[src/bridge_regs_pkg.sv]
// constants shared by the bus number and i/o window register block
// assumes apb byte addressing with one aligned 32-bit word per register
package bridge_regs_pkg;

  // ****************************************
  // register offsets
  // ****************************************
  localparam logic [7:0] bus_num_offset = 8'h18;
  localparam logic [7:0] io_window_offset = 8'h1c;

  // ****************************************
  // field positions
  // ****************************************
  localparam int primary_lsb = 0;
  localparam int secondary_lsb = 8;
  localparam int subordinate_lsb = 16;
  localparam int latency_lsb = 24;
  localparam int io_base_ind_lsb = 0;
  localparam int io_base_addr_lsb = 4;
  localparam int io_limit_ind_lsb = 8;
  localparam int io_limit_addr_lsb = 12;

  // ****************************************
  // reset and fixed values
  // ****************************************
  localparam logic [7:0] bus_num_reset = 8'h00;
  localparam logic [7:0] latency_reset = 8'h00;
  localparam logic [3:0] io_addr_reset = 4'h0;
  localparam logic [3:0] io_32bit_indicator = 4'h1;
  localparam logic [11:0] io_base_low_fill = 12'h000;
  localparam logic [11:0] io_limit_low_fill = 12'hfff;

  typedef enum logic [1:0] {
    mst_idle,
    mst_addr,
    mst_data,
    mst_stop
  } mst_state_t;

endpackage

[src/io_window_match.sv]
// i/o address window comparator
// assumes base and limit already assembled into full 32-bit bounds
`timescale 1ns/1ps
module io_window_match #(
  parameter int addr_width = 32
) (
  input wire logic [addr_width-1:0] io_addr,
  input wire logic [addr_width-1:0] base_addr,
  input wire logic [addr_width-1:0] limit_addr,
  output logic in_window
);

  // inclusive bounds check
  assign in_window = (io_addr >= base_addr) && (io_addr <= limit_addr);

endmodule

[src/latency_expiry.sv]
// secondary master latency timer counter
// assumes frame_start pulses one cycle when the secondary frame is asserted
`timescale 1ns/1ps
module latency_expiry #(
  parameter int count_width = 8
) (
  input wire logic pclk,
  input wire logic presetn,
  input wire logic frame_start,
  input wire logic mastering,
  input wire logic [count_width-1:0] timer_load,
  output logic expired
);

  logic [count_width-1:0] count_reg;
  logic running_reg;

  // ****************************************
  // down counter from frame assertion
  // ****************************************
  always_ff @(posedge pclk or negedge presetn) begin
    if (!presetn) begin
      count_reg <= '0;
      running_reg <= 1'b0;
    end else if (frame_start) begin
      count_reg <= timer_load;
      running_reg <= 1'b1;
    end else if (!mastering) begin
      running_reg <= 1'b0;
    end else if (running_reg && count_reg != '0) begin
      count_reg <= count_reg - 1'b1;
    end
  end

  assign expired = running_reg && (count_reg == '0);

endmodule

[src/bridge_bus_number_io_window_regs.sv]
// apb register block for bus numbers, secondary latency timer and i/o window
// assumes an apb master on pclk; upper 16 bits of the i/o window come in as ports
//
// Behaviour
// - primary bus number is an 8-bit read/write field at bits 7:0 of 18h, reset to zero.
// - secondary bus number is an 8-bit read/write field at bits 15:8 of 18h, reset to zero.
// - subordinate bus number is an 8-bit read/write field at bits 23:16 of 18h, reset to zero.
// - secondary latency timer at bits 31:24 of 18h, reset to zero, counts clocks from secondary frame.
// - with timer zero and grant removed the master ends after the first data phase, except mwi.
// - indicator fields at 1ch bits 3:0 and 11:8 read one for 32-bit i/o decoding.
// - bits 7:4 of 1ch hold base address bits 15:12, reset zero, low bits taken as zeros.
// - bits 15:12 of 1ch hold limit address bits 15:12, reset zero, low bits taken as ones.
// - address bits 31:16 of base and limit come from separate upper registers outside.
`timescale 1ns/1ps
module bridge_bus_number_io_window_regs #(
  parameter int addr_width = 8
) (
  input wire logic pclk,
  input wire logic presetn,
  input wire logic psel,
  input wire logic penable,
  input wire logic pwrite,
  input wire logic [addr_width-1:0] paddr,
  input wire logic [31:0] pwdata,
  input wire logic [3:0] pstrb,
  output logic [31:0] prdata,
  output logic pready,
  output logic pslverr,
  input wire logic [15:0] io_base_upper,
  input wire logic [15:0] io_limit_upper,
  input wire logic [31:0] io_addr,
  output logic io_forward,
  input wire logic sec_frame_start,
  input wire logic sec_mastering,
  input wire logic sec_grant,
  input wire logic sec_data_phase_done,
  input wire logic sec_mwi,
  output logic sec_latency_expired,
  output logic sec_master_stop,
  output logic [7:0] primary_bus_num,
  output logic [7:0] secondary_bus_num,
  output logic [7:0] subordinate_bus_num
);

  // ****************************************
  // storage
  // ****************************************
  logic [7:0] primary_bus_num_reg;
  logic [7:0] secondary_bus_num_reg;
  logic [7:0] subordinate_bus_num_reg;
  logic [7:0] downstream_latency_timer_reg;
  logic [3:0] io_base_addr_reg;
  logic [3:0] io_limit_addr_reg;
  logic [31:0] rdata_next;
  logic [31:0] prdata_reg;
  logic pslverr_reg;
  logic hit_bus;
  logic hit_io;
  logic wr_access;
  logic rd_setup;
  logic [31:0] io_base_full;
  logic [31:0] io_limit_full;
  logic expired;
  bridge_regs_pkg::mst_state_t mst_state_reg;
  logic setup_phase;
  logic access_phase;
  logic unmapped;
  logic wr_bus;
  logic wr_io;
  logic wr_primary;
  logic wr_secondary;
  logic wr_subordinate;
  logic wr_latency;
  logic wr_io_base;
  logic wr_io_limit;
  logic [31:0] bus_word;
  logic [31:0] io_word;
  logic stop_allowed;
  logic past_first_phase;

  // ****************************************
  // address decode
  // ****************************************
  always_comb begin
    hit_bus = 1'b0;
    hit_io = 1'b0;
    if (paddr == addr_width'(bridge_regs_pkg::bus_num_offset)) begin
      hit_bus = 1'b1;
    end else if (paddr == addr_width'(bridge_regs_pkg::io_window_offset)) begin
      hit_io = 1'b1;
    end
  end

  assign unmapped = !(hit_bus || hit_io);

  // ****************************************
  // apb phases
  // ****************************************
  assign setup_phase = psel && !penable;
  assign access_phase = psel && penable;
  assign wr_access = access_phase && pwrite;
  assign rd_setup = setup_phase && !pwrite;
  // zero wait states: every access phase completes at once
  assign pready = 1'b1;

  // ****************************************
  // field write enables
  // ****************************************
  assign wr_bus = wr_access && hit_bus;
  assign wr_io = wr_access && hit_io;
  assign wr_primary = wr_bus && pstrb[0];
  assign wr_secondary = wr_bus && pstrb[1];
  assign wr_subordinate = wr_bus && pstrb[2];
  assign wr_latency = wr_bus && pstrb[3];
  assign wr_io_base = wr_io && pstrb[0];
  assign wr_io_limit = wr_io && pstrb[1];

  // ****************************************
  // primary bus number
  // ****************************************
  always_ff @(posedge pclk or negedge presetn) begin
    if (!presetn) begin
      primary_bus_num_reg <= bridge_regs_pkg::bus_num_reset;
    end else if (wr_primary) begin
      primary_bus_num_reg <= pwdata[bridge_regs_pkg::primary_lsb +: 8];
    end
  end

  // ****************************************
  // secondary bus number
  // ****************************************
  always_ff @(posedge pclk or negedge presetn) begin
    if (!presetn) begin
      secondary_bus_num_reg <= bridge_regs_pkg::bus_num_reset;
    end else if (wr_secondary) begin
      secondary_bus_num_reg <= pwdata[bridge_regs_pkg::secondary_lsb +: 8];
    end
  end

  // ****************************************
  // subordinate bus number
  // ****************************************
  always_ff @(posedge pclk or negedge presetn) begin
    if (!presetn) begin
      subordinate_bus_num_reg <= bridge_regs_pkg::bus_num_reset;
    end else if (wr_subordinate) begin
      subordinate_bus_num_reg <= pwdata[bridge_regs_pkg::subordinate_lsb +: 8];
    end
  end

  // ****************************************
  // secondary latency timer value
  // ****************************************
  always_ff @(posedge pclk or negedge presetn) begin
    if (!presetn) begin
      downstream_latency_timer_reg <= bridge_regs_pkg::latency_reset;
    end else if (wr_latency) begin
      downstream_latency_timer_reg <= pwdata[bridge_regs_pkg::latency_lsb +: 8];
    end
  end

  // ****************************************
  // i/o window base nibble
  // ****************************************
  // indicator nibbles have no storage, so writes there fall away
  always_ff @(posedge pclk or negedge presetn) begin
    if (!presetn) begin
      io_base_addr_reg <= bridge_regs_pkg::io_addr_reset;
    end else if (wr_io_base) begin
      io_base_addr_reg <= pwdata[bridge_regs_pkg::io_base_addr_lsb +: 4];
    end
  end

  // ****************************************
  // i/o window limit nibble
  // ****************************************
  always_ff @(posedge pclk or negedge presetn) begin
    if (!presetn) begin
      io_limit_addr_reg <= bridge_regs_pkg::io_addr_reset;
    end else if (wr_io_limit) begin
      io_limit_addr_reg <= pwdata[bridge_regs_pkg::io_limit_addr_lsb +: 4];
    end
  end

  // ****************************************
  // read data
  // ****************************************
  assign bus_word = {downstream_latency_timer_reg, subordinate_bus_num_reg,
                     secondary_bus_num_reg, primary_bus_num_reg};

  always_comb begin
    io_word = 32'h0000_0000;
    io_word[bridge_regs_pkg::io_base_ind_lsb +: 4] = bridge_regs_pkg::io_32bit_indicator;
    io_word[bridge_regs_pkg::io_base_addr_lsb +: 4] = io_base_addr_reg;
    io_word[bridge_regs_pkg::io_limit_ind_lsb +: 4] = bridge_regs_pkg::io_32bit_indicator;
    io_word[bridge_regs_pkg::io_limit_addr_lsb +: 4] = io_limit_addr_reg;
  end

  always_comb begin
    rdata_next = 32'h0000_0000;
    if (hit_bus) begin
      rdata_next = bus_word;
    end else if (hit_io) begin
      rdata_next = io_word;
    end
  end

  // read data captured in the setup cycle, zero for writes
  always_ff @(posedge pclk or negedge presetn) begin
    if (!presetn) begin
      prdata_reg <= 32'h0000_0000;
    end else if (setup_phase) begin
      prdata_reg <= rd_setup ? rdata_next : 32'h0000_0000;
    end
  end

  always_ff @(posedge pclk or negedge presetn) begin
    if (!presetn) begin
      pslverr_reg <= 1'b0;
    end else if (setup_phase) begin
      pslverr_reg <= unmapped;
    end
  end

  assign prdata = prdata_reg;
  assign pslverr = pslverr_reg && access_phase;

  // ****************************************
  // i/o window forwarding
  // ****************************************
  assign io_base_full = {io_base_upper, io_base_addr_reg, bridge_regs_pkg::io_base_low_fill};
  assign io_limit_full = {io_limit_upper, io_limit_addr_reg, bridge_regs_pkg::io_limit_low_fill};

  io_window_match #(
    .addr_width(32)
  ) u_io_match (
    .io_addr(io_addr),
    .base_addr(io_base_full),
    .limit_addr(io_limit_full),
    .in_window(io_forward)
  );

  // ****************************************
  // secondary latency timer
  // ****************************************
  latency_expiry #(
    .count_width(8)
  ) u_latency (
    .pclk(pclk),
    .presetn(presetn),
    .frame_start(sec_frame_start),
    .mastering(sec_mastering),
    .timer_load(downstream_latency_timer_reg),
    .expired(expired)
  );

  assign sec_latency_expired = expired;

  // tracks secondary master burst to raise the stop request
  always_ff @(posedge pclk or negedge presetn) begin
    if (!presetn) begin
      mst_state_reg <= bridge_regs_pkg::mst_idle;
    end else begin
      case (mst_state_reg)
        bridge_regs_pkg::mst_idle: begin
          if (sec_frame_start) begin
            mst_state_reg <= bridge_regs_pkg::mst_addr;
          end
        end
        bridge_regs_pkg::mst_addr: begin
          if (!sec_mastering) begin
            mst_state_reg <= bridge_regs_pkg::mst_idle;
          end else if (sec_data_phase_done) begin
            mst_state_reg <= bridge_regs_pkg::mst_data;
          end
        end
        bridge_regs_pkg::mst_data: begin
          if (!sec_mastering) begin
            mst_state_reg <= bridge_regs_pkg::mst_idle;
          end else if (sec_master_stop) begin
            mst_state_reg <= bridge_regs_pkg::mst_stop;
          end
        end
        default: begin
          if (!sec_mastering) begin
            mst_state_reg <= bridge_regs_pkg::mst_idle;
          end
        end
      endcase
    end
  end

  // zero timer: stop after first data phase once grant is gone, mwi exempt
  assign stop_allowed = !sec_grant && !sec_mwi;
  assign past_first_phase = (mst_state_reg == bridge_regs_pkg::mst_data) ||
                            (mst_state_reg == bridge_regs_pkg::mst_stop);

  always_comb begin
    sec_master_stop = 1'b0;
    if (past_first_phase) begin
      if (downstream_latency_timer_reg == bridge_regs_pkg::latency_reset) begin
        sec_master_stop = stop_allowed;
      end else begin
        sec_master_stop = expired && stop_allowed;
      end
    end
  end

  assign primary_bus_num = primary_bus_num_reg;
  assign secondary_bus_num = secondary_bus_num_reg;
  assign subordinate_bus_num = subordinate_bus_num_reg;

endmodule

[config.mk]
export PLATFORM = sky130hd
export DESIGN_NAME = bridge_bus_number_io_window_regs
export DESIGN_NICKNAME = d
export VERILOG_FILES = /design/src/bridge_regs_pkg.sv /design/src/io_window_match.sv /design/src/latency_expiry.sv /design/src/bridge_bus_number_io_window_regs.sv
export SDC_FILE = /design/constraint.sdc
export NUM_CORES = 1
export LEC_CHECK = 0
export ABC_AREA = 1
export BUFFER_PORTS_ARGS = -buffer_cell sky130_fd_sc_hd__buf_2
export CAP_MARGIN = 0
export CORE_MARGIN = 2
export CORE_UTILIZATION = 46
export CTS_CLUSTER_DIAMETER = 40
export DETAILED_ROUTE_END_ITERATION = 8
export PLACE_DENSITY = 0.81
export RECOVER_POWER = 100
export SLEW_MARGIN = 25
export SYNTH_ARGS = -nofsm -noshare
export SYNTH_HDL_FRONTEND = slang
export SYNTH_SLANG_ARGS = --single-unit
[constraint.sdc]
create_clock -name pclk -period 1.2 [get_ports pclk]
set_input_delay 0.12 -clock pclk [delete_from_list [all_inputs] [get_ports pclk]]
set_output_delay 0.12 -clock pclk [all_outputs]
set_load 0.02 [all_outputs]
# Yosys cells after proc, flatten, opt, wreduce, memory -nomap -nowiden

Index checks and enable logic that the tools add are counted.

Register bits: 84
Logic and storage cells: 77

Add/subtract/negate cells: 1
Magnitude comparators: 2
Equal/unequal tests: 10
Muxes and demuxes: 20
Reductions and logical operators: 33

Operators with widths:

| kind                | number |
|---|---|
| $mux 32             | 2 |
| $ge 32x32->1        | 1 |
| $le 32x32->1        | 1 |
| $mux 8              | 3 |
| $logic_and 1x1->1   | 18 |
| $eq 8x5->1 const B  | 2 |
| $logic_not 8->1     | 2 |
| $mux 16             | 1 |
| $mux 2              | 6 |
| $reduce_bool 8->1   | 1 |
| $sub 8x1->8 const B | 1 |
| $mux 1              | 7 |
| $ne 3x3->1 const B  | 2 |
| $pmux 2 s3          | 1 |
| $logic_not 1->1     | 5 |
| $eq 2x2->1 const B  | 2 |
| $ne 2x2->1 const B  | 2 |
| $ne 4x1->1 const B  | 1 |
| $reduce_and 4->1    | 1 |
| $reduce_bool 2->1   | 2 |
| $eq 2x1->1 const B  | 1 |
| $logic_not 2->1     | 1 |
| $logic_or 1x1->1    | 2 |
| $reduce_and 2->1    | 1 |

# Depth between registers and ports, before layout

Gate-level depths: netlist of the first run.

Depth after elaboration: 8
Gate-level depth with buffers: 13

# Modules after synthesis

Synthesis of the first run repeated with hierarchy kept, for this count alone.

Cell total of the unflattened synthesis: 760
Area, all modules: 5679.2 um^2

By module, submodules not included:

| module                           | instances | cells each | area each (um^2) | sequential area each (um^2) |
|---|---|---|---|---|
| bridge_bus_number_io_window_regs | 1         | 383        | 3348.2           | 1876.8 |
| io_window_match                  | 1         | 278        | 1692.9           | 0.0 |
| latency_expiry                   | 1         | 99         | 638.1            | 225.2 |

# Least setup slack after synthesis of the first run

No wires, ideal clock.

Path kind: flip-flop to output port
From: reg io_limit_addr_reg[3]
To: out io_forward
Arrival: 1.275 ns
Data required time: 1.080 ns
Path slack: -0.195 ns
Cell stages (with the launch flop): 9
Buffers on the path: 0
Cells stage by stage: dfrtp_1 -> inv_1 -> ha_1 -> nand2_1 -> nor4_1 -> nand3_1 -> nand2_1 -> nand2_1 -> inv_1

Longest elaborated chain between the ends: 2

RTL lines:

| element                | line                                    | text |
|---|---|---|
| from (decl)            | bridge_bus_number_io_window_regs.sv:53  | `logic [3:0] io_limit_addr_reg;` |
| from (signal assigned) | bridge_bus_number_io_window_regs.sv:179 | `io_limit_addr_reg <= bridge_regs_pkg::io_addr_reset;` |
| from (signal assigned) | bridge_bus_number_io_window_regs.sv:181 | `io_limit_addr_reg <= pwdata[bridge_regs_pkg::io_limit_addr_lsb +: 4];` |
| $le 32x32->1           | io_window_match.sv:14                   | `assign in_window = (io_addr >= base_addr) && (io_addr <= limit_addr);` |
| $logic_and 1x1->1      | io_window_match.sv:14                   |  |
| to (decl)              | bridge_bus_number_io_window_regs.sv:32  | `output logic io_forward,` |

No other way between the ends.

# Final worst setup path of the first run

From: reg io_limit_addr_reg[1]
To: out io_forward

Same word-level chain as after synthesis.

==> flow_metrics.tcl, run 1 <==
set metrics [dict create \
    peakVddDrop_mv 0.687 \
    cp.required_ns 1.08 \
    worst_pin_slew_ns 0.831 \
    drt_wl_total_um 14200 \
    io_pins 179 \
    dr.pass1.iters 4 \
    drc 0 \
    holdWs_ns 0.00591 \
    ys_ff_latch 84 \
    p_per_area_nw_per_um2 935 \
    wl_met1_um 5810 \
    clock_latency_ns 0.36 \
    clock.fmax_mhz 533 \
    wl_met2_um 7230 \
    numCtsBuffers 9 \
    cp-end-kind "primary output" \
    critPathLaunchType "flip-flop" \
    via_per_inst 4.81 \
    clkTransAtPathRegs_ns 0.09 \
    skew_ns 0.0113 \
    drv_slew 0 \
    highest_layer "met4" \
    routabilityCongestion 0.894 \
    area_growth_pct 41.2 \
    ys.flop_type "dfrtp_1" \
    syn_area_per_cell_um2 7.63 \
    ys_types 34 \
    htreeDepth 3 \
    antenna_found_initial 0 \
    final_common_cell "nand2_1" \
    vias 5056 \
    cp_max_fo 2 \
    hp-class "in -> reg" \
    grt_pass1_vias 4851 \
    timing.final.ws_setup_ns -0.675 \
    routedWlPerCell_um 13.5 \
    rows 38 \
    whs_path_depth 3 \
    core_area_um2 10700 \
    ys_seq_area_share_pct 41.8 \
    violations "setup timing" \
    syn_nets 819 \
    layout-drive-gt1-share_pct 32.5 \
    rsz0062_at_grt "yes" \
    die_w_um 109 \
    drtAntennaViolNets 0 \
    diodes 0 \
    initial_core_util_pct 46.8 \
    grt_pass1_wl_um 21700 \
    instances_no_fill 1051 \
    cts.sinks 84 \
    rr_worst_depth 9 \
    worstPathArrival_ns 1.75 \
    hpwl_um 10100 \
    fin_area_um2 7100 \
    power.leakage_nw 3.95 \
    final_cell_mix "nand2_1 (201), buf_2 (116), inv_1 (102)" \
    synth_edf_count 0 \
    root_buffer "clkbuf_8" \
    synth_cells 659 \
    clk_path_buf_depth 2 \
    async_flop_share_pct 100 \
    yosys_warnings 0 \
    placed_area_um2 6400 \
    layout_min_cycle_time_ns 1.87 \
    cts_tree "done" \
    status "finished with violations" \
    fin_nets 1067 \
    hold_viol 0 \
    die_area_um2 11800 \
    grt_overflow 0 \
    setup.worst_path.class "reg -> out" \
    grt_start_max_net_pins 31 \
    largest_reg_flops 32 \
    finalSetupViolations 13 \
    drt-initial-drc-count 281 \
    syn_area_um2 5030 \
    met3_length_um 770 \
    fin_crit_sh_pct 156 \
    gr-usage-all-layers_pct 23.4 \
    die_h_um 109 \
    port_buffers 177 \
    drv_cap 0 \
    dp.cells 1007 \
    maxSlewHeadroom_pct 44.6 \
]
repair_timing:
action	CTS	global route
hold endpoints to repair	38	0
resized for setup	53	31
cloned	1	0
buffers inserted	9	12
hold buffers	11	0
pin swaps	19	21
endpoints found under the setup margin	13	12
through the flow:
| stage | power (mW) | setup TNS (ns) | setup slack, ns | utilization [%] |
|---|---|---|---|---|
| final | 6.65 | -4.32 | -0.675 | 66.1 |
| after CTS | 6.58 | -3.31 | -0.667 | 65.1 |
| after floorplan | 3.62 | -0.272 | -0.0899 | - |
| after global placement | 4.13 | -6.19 | -0.338 | 59.6 |
| after global routing | 6.98 | -9.26 | -0.799 | 66.1 |
| after detailed placement | 4.17 | -8.01 | -0.342 | 59.6 |
worst max-delay path, cell delays in order (launching register included):
cell and delay [ns]:
dfrtp_1 0.39, inv_2 0.07, ha_4 0.27, nand2_2 0.04
inv_2 0.04, nor2_1 0.04, o21ai_2 0.14, nand2_1 0.07
nand3_1 0.07, nand2_1 0.05, nand2_1 0.06, inv_2 0.04
buf_6 0.12
cells by family after synthesis:
family                   share of synthesized area [%]
adder cells (fa/ha/maj)                           10.4
AO/OA/AOI/OAI                                     10.9
other                                           0.0745
buffers and inverters                             11.0
AND/OR/NAND/NOR                                   25.1
XOR/XNOR                                         0.696
flip-flops                                        41.8
synth_stat cells, types with 4 or more instances:
| master | count | area share, % |
|---|---|---|
| nand2_1 | 216 | 16 |
| inv_1 | 118 | 8.8 |
| dfrtp_1 | 84 | 42 |
| ha_1 | 42 | 10 |
| o21ai_0 | 39 | 3.9 |
| nor2_1 | 37 | 2.8 |
| nand3_1 | 32 | 3.2 |
| a21oi_1 | 21 | 2.1 |
| o21ai_2 | 17 | 3.0 |
| o31ai_1 | 6 | 0.90 |
| buf_6 | 5 | 1.1 |
| clkbuf_1 | 4 | 0.30 |
| nand4_1 | 4 | 0.50 |
| nor3_1 | 4 | 0.40 |
power by group:
part | total (mW) | internal [mW] | switching, mW
Combinational | 1.43 | 0.653 | 0.772
Sequential | 2.97 | 2.91 | 0.0647
Clock | 2.25 | 1.22 | 1.03
final cells by class:
type	instances	area, µm²
well taps	140	175
clock inverters	5	83.8
flip-flops and latches	84	2100
repair inverters	1	7.51
clock buffers	10	138
repair buffers	250	1480
inverters	120	458
multi-input cells	441	2670
fillers	950	3640
worst paths after layout:
kind / from / endpoint / slack, ns
min in group asynchronous: presetn / mst_state_reg[0]$_DFFE_PN0P_ / 0.38
max: io_limit_addr_reg[1]$_DFFE_PN0P_ / io_forward / -0.67
max in group asynchronous: presetn / prdata[6]$_DFFE_PN0P_ / 0.13
min reg2reg: prdata[6]$_DFFE_PN0P_ / prdata[6]$_DFFE_PN0P_ / 0.48
min: pwdata[23] / subordinate_bus_num[7]$_DFFE_PN0P_ / 0.006
max reg2reg: u_latency.count_reg[5]$_DFFE_PN0P_ / u_latency.count_reg[7]$_DFFE_PN0P_ / -0.42
routing by layer:
metal	up-vias	global-route usage [%]
li1	2572	-
met1	2288	29.2
met2	160	40.6
met3	36	4.82
met4	0	7.14
met5	-	0
Note: power is estimated with default switching activity, not from simulation.
==> run 2, diff against run 1 <==
--- a/config.mk
+++ b/config.mk
@@ -12,7 +12,7 @@
 export CORE_UTILIZATION = 46
 export CTS_CLUSTER_DIAMETER = 40
 export DETAILED_ROUTE_END_ITERATION = 8
-export PLACE_DENSITY = 0.81
+export PLACE_DENSITY = 0.78
 export RECOVER_POWER = 100
 export SLEW_MARGIN = 25
 export SYNTH_ARGS = -nofsm -noshare
==> flow_metrics.tcl, run 2 (same netlist as run 1, synthesis figures left out) <==
set metrics [dict create \
    status "finished with violations" \
    violations "setup timing" \
    routabilityCongestion 0.879 \
    holdWs_ns 0.00939 \
    diodes 0 \
    worst_pin_slew_ns 0.835 \
    fin_util_pct 65.1 \
    clock_latency_ns 0.35 \
    power.leakage_nw 3.89 \
    port_buffers 177 \
    finalSetupViolations 74 \
    skew_ns 0.00908 \
    die_w_um 109 \
    cts.sinks 84 \
    cp_max_fo 2 \
    antenna_found_initial 0 \
    clkTransAtPathRegs_ns 0.09 \
    core_area_um2 10700 \
    grt_pass1_vias 4745 \
    drtAntennaViolNets 0 \
    layout-drive-gt1-share_pct 30.8 \
    cp.required_ns 1.08 \
    drt_wl_total_um 13500 \
    rows 38 \
    critPathLaunchType "flip-flop" \
    dr.pass1.iters 4 \
    setup.worst_path.class "reg -> out" \
    worstPathArrival_ns 1.76 \
    cp-end-kind "primary output" \
    cts_tree "done" \
    htreeDepth 3 \
    max_stage_delay_ns 0.40 \
    grt_start_max_net_pins 32 \
    numCtsBuffers 9 \
    initial_core_util_pct 46.8 \
    drt-initial-drc-count 222 \
    place_ws_ns -0.385 \
    layout_min_cycle_time_ns 1.88 \
    timing.final.ws_setup_ns -0.682 \
    hp-class "in -> reg" \
    crit_buf_inv 4 \
    io_pins 179 \
    die_h_um 109 \
    drc 0 \
    clk_path_buf_depth 2 \
    drv_slew 0 \
    fin_crit_sh_pct 157 \
    gr-usage-all-layers_pct 23.3 \
    die_area_um2 11800 \
    routedWlPerCell_um 12.8 \
    cp_cell_sequence "inv_2 -> ha_4 -> nand2_1 -> inv_1 -> nor2_1 -> o21ai_1 -> nand2_1 -> nand3_1 -> nand2_1 -> nand2_2 -> inv_2 -> buf_6" \
    hold_viol 0 \
    peakVddDrop_mv 0.694 \
    cpLargestDelayFamily "simple AND/OR/NAND/NOR gates" \
    root_buffer "clkbuf_8" \
    fin_nets 1063 \
    final_cell_mix "nand2_1 (205), buf_2 (116), inv_1 (101)" \
    area_growth_pct 39.1 \
    p_per_area_nw_per_um2 894 \
    grt_pass1_wl_um 21500 \
    via_per_inst 4.78 \
    hpwl_um 10300 \
    maxSlewHeadroom_pct 44.3 \
    vias 5007 \
    cp_slowest_cell "dfrtp_1" \
    fin_area_um2 7000 \
    grt_overflow 0 \
    final_common_cell "nand2_1" \
    path_common_cell "nand2_1" \
    clock.fmax_mhz 531 \
    placed_area_um2 6460 \
    finalPower_mw 6.25 \
    rsz0062_at_grt "yes" \
    largest_reg_flops 32 \
    drv_cap 0 \
]
==> run 2: cell types whose count changed in the layout (fill, tap and decap cells not counted), moves of 3 or more <==
cell,before,now
nand2_1,201,205
o21ai_1,3,8
o21ai_2,21,17
buf_4,45,50
clkbuf_2,20,13
buf_6,12,9
clkbuf_1,43,46
==> run 2: layout make-up <==
type / count / area (µm²)
timing repair buffer: 247 / 1460
sequential: 84 / 2100
clock buffer: 10 / 138
clock inverter: 6 / 46.3
tap: 140 / 175
multi-input combinational: 441 / 2620
inverter: 120 / 455
fill: 945 / 3750
==> run 2: worst paths after layout <==
path / cells past startpoint / start / slack [ns] / to
hold reg to reg: 2 / prdata[7]$_DFFE_PN0P_ / 0.49 / prdata[7]$_DFFE_PN0P_
max in group asynchronous: 3 / presetn / 0.14 / prdata[11]$_DFFE_PN0P_
hold / removal: 3 / pwdata[9] / 0.009 / secondary_bus_num[1]$_DFFE_PN0P_
setup / recovery: 12 / io_limit_addr_reg[1]$_DFFE_PN0P_ / -0.68 / io_forward
min in group asynchronous: 2 / presetn / 0.40 / u_latency.count_reg[7]$_DFFE_PN0P_
setup reg to reg: 10 / u_latency.count_reg[2]$_DFFE_PN0P_ / -0.36 / u_latency.count_reg[1]$_DFFE_PN0P_
==> run 2: repair_timing <==
action,CTS,global route
endpoints found under the hold margin,36,0
gates resized for setup,41,28
setup endpoints to repair,13,13
setup buffers,5,10
pin swaps,22,17
hold buffers,9,0
cloned,0,0
==> run 2: tightest hold or removal path, cell delays in order <==
cell     delay (ns)
buf_2          0.09
inv_1          0.05
o21ai_2        0.06
==> run 2: layer usage <==
layer  routed length, µm  vias to the layer above  track usage, %
met4                 247                        0            8.42
met2                6620                      148            39.4
li1                    -                     2557               -
met1                5900                     2280            30.0
met5                   0                        -               0
met3                 682                       22            3.68
==> run 2: through the flow <==
stage,TNS (ns),std cells
after floorplan,-0.272,659
after global placement,-7.78,1011
after detailed placement,-11.37,1011
after CTS,-2.72,1039
after global routing,-25.56,1048
final,-16.06,1048
==> run 2: power by group <==
| part | internal, mW | total, mW | switching [mW] |
|---|---|---|---|
| clock network | 0.833 | 1.95 | 1.12 |
| logic | 0.613 | 1.33 | 0.719 |
| registers | 2.91 | 2.97 | 0.0650 |
